$ cat src/rtl/pem_pkg.sv
// package for the port e alternate-function multiplexer
// assumes an 8-bit register port with a 3-bit address
package pem_pkg;

  localparam int unsigned ADDR_W = 3;
  localparam int unsigned DATA_W = 8;

  // register addresses
  localparam logic [2:0] OFS_FUNC_SEL  = 3'h0;
  localparam logic [2:0] OFS_GPIO_OUT  = 3'h1;
  localparam logic [2:0] OFS_GPIO_DIR  = 3'h2;
  localparam logic [2:0] OFS_GPIO_IN   = 3'h3;
  localparam logic [2:0] OFS_IFACE_CFG = 3'h4;
  localparam logic [2:0] OFS_FIFO_POL  = 3'h5;
  localparam logic [2:0] OFS_T2_CTRL   = 3'h6;
  localparam logic [2:0] OFS_READY_IN  = 3'h7;

  // reset values
  localparam logic [7:0] RST_FUNC_SEL  = 8'h00;
  localparam logic [7:0] RST_GPIO_OUT  = 8'h00;
  localparam logic [7:0] RST_GPIO_DIR  = 8'h00;
  localparam logic [1:0] RST_IFACE_CFG = 2'h0;
  localparam logic [1:0] RST_FIFO_POL  = 2'h0;
  localparam logic       RST_T2_EN     = 1'b0;

  // implemented port e pins and their alternate functions
  localparam logic [7:0] FUNC_MASK   = 8'hfe;
  localparam int unsigned BIT_T1OVF  = 1;
  localparam int unsigned BIT_T2OVF  = 2;
  localparam int unsigned BIT_S0ECHO = 3;
  localparam int unsigned BIT_S1ECHO = 4;
  localparam int unsigned BIT_INTERRUPT_SIX_INPUT   = 5;
  localparam int unsigned BIT_T2RLD  = 6;
  localparam int unsigned BIT_WADR8  = 7;
  // alternate functions that drive the pin
  localparam logic [7:0] ALT_DRIVES  = 8'h9e;

  // interface configuration mode field, bits 1:0
  localparam logic [1:0] MODE_SLAVE_FIFO = 2'h3;

  // fifo pin polarity bits, 1 = active high
  localparam int unsigned POL_RD_BIT = 3;
  localparam int unsigned POL_WR_BIT = 2;

  // timer-two control reload enable bit
  localparam int unsigned T2_EN_BIT = 3;

  // serial synchronous mode
  localparam logic [1:0] SER_MODE_SYNC = 2'h0;

endpackage

$ cat src/rtl/pem_mux.sv
// port e alternate-function pin multiplexer and ready/strobe input routing
// assumes timer and serial status come from logic on clk; pins are asynchronous
// Function
// Port e bits 1 to 7 each carry gpio or their alternate function, chosen by the matching select bit.
// The timer-one overflow output is high for exactly one output-clock cycle per overflow.
// In timer-one split mode the overflow pulse comes from the low-byte counter.
// The timer-two overflow output is high for one clock cycle per overflow.
// The serial-zero echo pin carries output data only in synchronous mode zero, else one.
// The serial-one echo pin carries output data only in mode zero and is high in modes one to three.
// The interrupt-six input requests on a rising edge, active high.
// The timer-two reload input reloads timer two on a falling edge.
// The reload input is ignored unless the timer-two reload enable bit is set.
// Port e bit 7 alternate function outputs waveform address bit 8.
// The interface mode field routes ready zero and one to the waveform engine or the fifo strobes.
// The fifo read strobe takes the polarity selected by polarity bit 3.
// The fifo write strobe takes the polarity selected by polarity bit 2.
// Ready inputs two to five may change at any time and are passed to the waveform engine.
// After reset every port e pin is a gpio input.
//
// Decided for this implementation: the plain strobed port and the register addresses.
`timescale 1ns/1ps
`default_nettype none
module pem_mux
  import pem_pkg::*;
(
  input  wire logic              clk,
  input  wire logic              reset,
  input  wire logic [ADDR_W-1:0] reg_addr,
  input  wire logic [DATA_W-1:0] reg_wdata,
  input  wire logic              reg_write,
  input  wire logic              reg_read,
  output logic      [DATA_W-1:0] reg_rdata,
  input  wire logic              timer_one_overflow,
  input  wire logic              timer_one_low_overflow,
  input  wire logic              timer_one_split_mode,
  input  wire logic              timer_two_overflow,
  input  wire logic [1:0]        serial_zero_mode,
  input  wire logic              serial_zero_out_data,
  input  wire logic [1:0]        serial_one_mode,
  input  wire logic              serial_one_out_data,
  input  wire logic              waveform_address_bit8,
  input  wire logic [7:1]        porte_pin_in,
  output logic      [7:1]        porte_pin_out,
  output logic      [7:1]        porte_pin_oe,
  input  wire logic [5:0]        ready_pin_in,
  output logic      [5:0]        waveform_ready,
  output logic                   fifo_read_strobe,
  output logic                   fifo_write_strobe,
  output logic                   interrupt_six_request,
  output logic                   timer_two_reload
);

  logic [7:0] porte_function_select_r;
  logic [7:0] gpio_out_r;
  logic [7:0] gpio_dir_r;
  logic [1:0] interface_config_r;
  logic [1:0] fifo_pin_polarity_r;
  logic       timer_two_reload_enable_r;

  logic [7:1] pe_meta_r;
  logic [7:1] pe_sync_r;
  logic [7:1] pe_prev_r;
  logic [5:0] rdy_meta_r;
  logic [5:0] rdy_sync_r;

  logic [7:0] rdata_nxt;
  logic [7:1] alt_out;
  logic       t1_event;
  logic       slave_fifo;

  // register writes
  always_ff @(posedge clk) begin
    if (reset) begin
      porte_function_select_r   <= RST_FUNC_SEL;
      gpio_out_r                <= RST_GPIO_OUT;
      gpio_dir_r                <= RST_GPIO_DIR;
      interface_config_r        <= RST_IFACE_CFG;
      fifo_pin_polarity_r       <= RST_FIFO_POL;
      timer_two_reload_enable_r <= RST_T2_EN;
    end else if (reg_write) begin
      case (reg_addr)
        OFS_FUNC_SEL:  porte_function_select_r <= reg_wdata & FUNC_MASK;
        OFS_GPIO_OUT:  gpio_out_r <= reg_wdata & FUNC_MASK;
        OFS_GPIO_DIR:  gpio_dir_r <= reg_wdata & FUNC_MASK;
        OFS_IFACE_CFG: interface_config_r <= reg_wdata[1:0];
        OFS_FIFO_POL: begin
          fifo_pin_polarity_r <= {reg_wdata[POL_RD_BIT], reg_wdata[POL_WR_BIT]};
        end
        OFS_T2_CTRL:   timer_two_reload_enable_r <= reg_wdata[T2_EN_BIT];
        default: ;
      endcase
    end
  end

  // register reads, data valid the cycle after the strobe
  always_comb begin
    rdata_nxt = 8'h00;
    case (reg_addr)
      OFS_FUNC_SEL:  rdata_nxt = porte_function_select_r;
      OFS_GPIO_OUT:  rdata_nxt = gpio_out_r;
      OFS_GPIO_DIR:  rdata_nxt = gpio_dir_r;
      OFS_GPIO_IN:   rdata_nxt = {pe_sync_r, 1'b0};
      OFS_IFACE_CFG: rdata_nxt = {6'h00, interface_config_r};
      OFS_FIFO_POL: begin
        rdata_nxt[POL_RD_BIT] = fifo_pin_polarity_r[1];
        rdata_nxt[POL_WR_BIT] = fifo_pin_polarity_r[0];
      end
      OFS_T2_CTRL:   rdata_nxt[T2_EN_BIT] = timer_two_reload_enable_r;
      OFS_READY_IN:  rdata_nxt = {2'h0, rdy_sync_r};
      default:       rdata_nxt = 8'h00;
    endcase
  end

  always_ff @(posedge clk) begin
    if (reset) begin
      reg_rdata <= 8'h00;
    end else if (reg_read) begin
      reg_rdata <= rdata_nxt;
    end else begin
      reg_rdata <= 8'h00;
    end
  end

  // port e synchronisers keep tracking through reset, so no false edge follows it
  always_ff @(posedge clk) begin
    pe_meta_r <= porte_pin_in;
    pe_sync_r <= pe_meta_r;
    pe_prev_r <= pe_sync_r;
  end

  // two-stage synchronisers for ready inputs
  always_ff @(posedge clk) begin
    if (reset) begin
      rdy_meta_r <= 6'h00;
      rdy_sync_r <= 6'h00;
    end else begin
      rdy_meta_r <= ready_pin_in;
      rdy_sync_r <= rdy_meta_r;
    end
  end

  // alternate output functions
  assign t1_event = timer_one_split_mode ? timer_one_low_overflow
                                         : timer_one_overflow;

  always_comb begin
    alt_out = 7'h00;
    alt_out[BIT_T1OVF] = t1_event;
    alt_out[BIT_T2OVF] = timer_two_overflow;
    alt_out[BIT_S0ECHO] = (serial_zero_mode == SER_MODE_SYNC) ? serial_zero_out_data
                                                              : 1'b1;
    alt_out[BIT_S1ECHO] = (serial_one_mode == SER_MODE_SYNC) ? serial_one_out_data
                                                             : 1'b1;
    alt_out[BIT_WADR8] = waveform_address_bit8;
  end

  // pin drive: gpio or alternate function per select bit
  always_ff @(posedge clk) begin
    if (reset) begin
      porte_pin_out <= 7'h00;
      porte_pin_oe  <= 7'h00;
    end else begin
      for (int i = 1; i < 8; i++) begin
        if (porte_function_select_r[i]) begin
          porte_pin_out[i] <= alt_out[i];
          porte_pin_oe[i]  <= ALT_DRIVES[i];
        end else begin
          porte_pin_out[i] <= gpio_out_r[i];
          porte_pin_oe[i]  <= gpio_dir_r[i];
        end
      end
    end
  end

  // alternate input functions
  always_ff @(posedge clk) begin
    if (reset) begin
      interrupt_six_request <= 1'b0;
      timer_two_reload      <= 1'b0;
    end else begin
      interrupt_six_request <= porte_function_select_r[BIT_INTERRUPT_SIX_INPUT]
                               & pe_sync_r[BIT_INTERRUPT_SIX_INPUT] & ~pe_prev_r[BIT_INTERRUPT_SIX_INPUT];
      timer_two_reload      <= porte_function_select_r[BIT_T2RLD]
                               & timer_two_reload_enable_r
                               & ~pe_sync_r[BIT_T2RLD] & pe_prev_r[BIT_T2RLD];
    end
  end

  // ready inputs: waveform engine or slave fifo strobes
  assign slave_fifo = (interface_config_r == MODE_SLAVE_FIFO);

  always_ff @(posedge clk) begin
    if (reset) begin
      waveform_ready    <= 6'h00;
      fifo_read_strobe  <= 1'b0;
      fifo_write_strobe <= 1'b0;
    end else begin
      waveform_ready[5:2] <= rdy_sync_r[5:2];
      waveform_ready[1:0] <= slave_fifo ? 2'h0 : rdy_sync_r[1:0];
      fifo_read_strobe    <= slave_fifo
                             & ~(rdy_sync_r[0] ^ fifo_pin_polarity_r[1]);
      fifo_write_strobe   <= slave_fifo
                             & ~(rdy_sync_r[1] ^ fifo_pin_polarity_r[0]);
    end
  end

endmodule
`default_nettype wire

$ cat config.mk
export PLATFORM = sky130hd
export DESIGN_NAME = pem_mux
export DESIGN_NICKNAME = d
export VERILOG_FILES = /design/src/rtl/pem_pkg.sv /design/src/rtl/pem_mux.sv
export SDC_FILE = /design/constraint.sdc
export NUM_CORES = 1
export LEC_CHECK = 0
export ABC_AREA = 1
export BUFFER_PORTS_ARGS = -buffer_cell sky130_fd_sc_hd__buf_4
export CORE_UTILIZATION = 56
export DETAILED_ROUTE_END_ITERATION = 10
export GPL_TIMING_DRIVEN = 0
export PLACE_DENSITY_LB_ADDON = 0.15
export SYNTH_ARGS = -nofsm -noshare
export SYNTH_HDL_FRONTEND = slang
export SYNTH_SLANG_ARGS = --single-unit
$ cat constraint.sdc
create_clock -name clk -period 2.4 [get_ports clk]
set_input_delay 0.36 -clock clk [delete_from_list [all_inputs] [get_ports clk]]
set_output_delay 0.36 -clock clk [all_outputs]
set_load 0.01 [all_outputs]
==> flow_summary.yaml <==
status:
  status: "finished, final reports clean"
cts:
  cts_hold_buf: 0
  path_clk_slew_ps: 80
  cts-root-buf: "clkbuf_8"
  ctsHtreeMaxLevel: 3
  clock_path_buffers: 2
  cts_buffers: 9
  cts_resized: 0
  cts_tree: "done"
  cts.sinks: 86
  post_cts_buffers: 0
  clkLatencyLatePin_ps: 350
setup_path:
  critPathSlowestCell: "nor2_4"
  end_kind: "flop"
  crit_arrival_ps: 1490
  crit_fanout: 10
  crit_top_cell: "buf_4"
  critPathKind: "in -> reg"
  worst-path-buf-inv: 3
  worstPathRequired_ps: 2640
  max_stage_delay_ps: 220
  crit_chain: "buf_4, buf_4, nor2_4, nand3_2, buf_6, o21ai_0, a21oi_1"
  startpoint_type: "input port"
  crit_family: "buffers and inverters"
place:
  gp_congestion: 0.933
  dp_hpwl_um: 4930
  place_ws_ps: 777
  io_buffer_count: 70
logic_synthesis:
  syn_nets: 386
  synth_area_mm2: 0.00293
  synth_seq_area_share: 0.588
  avgSynthCellArea_um2: 8.44
  synthSimpleGateAreaFrac: 0.241
  synth_ff_type: "dfxtp_1"
  ys_top_cells_by_area: "dfxtp_1 (59%), nor2_1 (10%), o21ai_0 (6.0%)"
  synth_top_family_by_area: "simple AND/OR/NAND/NOR gates"
  ys_types: 26
  muxShareOfSynthArea: 0
  synth_most_common_cell: "dfxtp_1"
  synth_cells: 347
  synth_adder_area_share: 0
  synth_top_cell_area_share: 0.588
  yosysTopAreaCell: "dfxtp_1"
  ys_ff_latch: 86
  synth_compound_area_frac: 0.0897
  yosys_warnings: 0
  synth_xor_area_frac: 0.00598
  synth_edf_count: 0
  synthArstFlopShare: 0
  synth_commonest_cells: "dfxtp_1 (86), nor2_1 (79), inv_1 (36)"
layout:
  syn2layout_area_growth_pct: 27.9
  diodes: 0
  fillers: 370
  layout-drive-gt1-share: 0.242
  nets: 467
timing:
  slew_violations: 0
  skew_ps: 6.75
  tightest_slew_ps: 530
  fin_crit_ps: 1250
  grt_setup_unrepaired: "no"
  tns_ps: 0
  worst_slack_ps: 1150
  maxSlewHeadroom: 0.646
  final-setup-viol-count: 0
  finalCritPeriodShare: 0.521
  clock.fmax_ghz: 0.799
  hold_violations: 0
route:
  drt-wirelength-per-cell_um: 13.7
  drt_iter0_markers: 170
  ant_nets: 0
  routed_wl_um: 6840
  vias: 2528
  via_per_inst: 5.06
  drcViolationCount: 0
  drt-pass1-iter-count: 4
global_routing:
  track_usage: 0.268
  grt_antenna_before_repair: 0
  grt_pass1_wl_um: 10800
  first_global_vias: 2438
  grt_start_max_net_pins: 16
  grt_overflow: 0
floorplanning:
  start_util: 0.600
  die_h_um: 74.3
  die_w_um: 74.3
  core_mm2: 0.00488
  dieArea_mm2: 0.00552
  io_pins: 71
  rows: 25
hold_path:
  hp-class: "in -> reg"
run:
  drv_cap: 0
power_and_ir_drop:
  leakagePower_uw: 0.00166
  power_density_mw_per_mm2: 734
  ir_worst_vdd_v: 0.000747
==> cell type report <==
type	count	area (um2)	share of cell area
Buffer	11	62.6	0.0167
Clock inverter	6	70.1	0.0187
Timing Repair Buffer	70	526	0.140
Multi-Input combinational cell	209	986	0.263
Sequential cell	86	1720	0.460
Clock buffer	10	138	0.0368
Tap cell	67	83.8	0.0224
Inverter	41	158	0.0421
==> worst reg2reg max path, cell delays in order, from the launching register on <==
cell,delay [ps]
dfxtp_1,350
inv_1,80
o21ai_0,230
nor2_1,70
nor2_1,90
==> power breakdown <==
group | leakage [uW] | internal [uW] | switching [uW]
sequential | 0.000705 | 1480 | 25.9
clock | 0.0000951 | 514 | 514
combinational | 0.000857 | 96.5 | 122
==> sequential cells by signal, indices dropped and copies added, names as in the netlist, 2 cells and up <==
name,count
fifo_pin_polarity_r,2
gpio_dir_r,7
gpio_out_r,7
interface_config_r,2
pe_meta_r,7
pe_prev_r,2
pe_sync_r,7
porte_function_select_r,7
porte_pin_oe,7
porte_pin_out,7
rdy_meta_r,6
rdy_sync_r,6
reg_rdata,8
waveform_ready,6
==> through the flow <==
step	cell area [um2]	hold slack [ps]	cells	power [uW]	util
finish	3740	109	500	2750	0.767
global route	3740	93.4	500	2850	0.767
CTS	3740	103	500	2750	0.767
detailed placement	3540	314	484	1750	0.725
global placement	3540	310	484	1740	0.725
floorplan	2930	310	347	1640	-
==> logic make-up (layout without fill, tap and decap cells) <==
logic type	count (synthesis)	count (layout)
and+or+nand+nor	156	156
DFF	86	86
buffers and inverters	52	138
AOI/OAI and AO/OA	51	51
xor gates and xnor gates	2	2
==> layer usage <==
| metal | global-route usage | share of wire |
|---|---|---|
| met1 | 0.316 | 0.42 |
| met2 | 0.462 | 0.50 |
| met3 | 0.0501 | 0.049 |
| met4 | 0.145 | 0.025 |
| met5 | 0 | 0 |
==> placed cells by master (no fill, tap or decap), types with 8 or more instances in the layout <==
| cell | synthesis | final |
|---|---|---|
| nand3_1 | 22 | 22 |
| o21ai_0 | 35 | 35 |
| nand4_1 | 8 | 8 |
| buf_4 | 1 | 71 |
| nor2_1 | 79 | 79 |
| inv_1 | 36 | 36 |
| nand2_1 | 26 | 26 |
| clkbuf_8 | 0 | 10 |
| dfxtp_1 | 86 | 86 |
| a21oi_1 | 13 | 13 |
==> path summary, 6_finish.rpt <==
| kind | start | endpoint | slack [ps] | depth (start not counted) |
|---|---|---|---|---|
| min reg2reg | pe_meta_r[2] | pe_sync_r[2] | 330 | 0 |
| min | porte_pin_in[5] | pe_meta_r[5] | 110 | 1 |
| max | reg_addr[0] | porte_function_select_r[6] | 1150 | 7 |
| max reg2reg | porte_function_select_r[6] | reg_rdata[6] | 1510 | 4 |
Power figures use the tool's default switching activity.
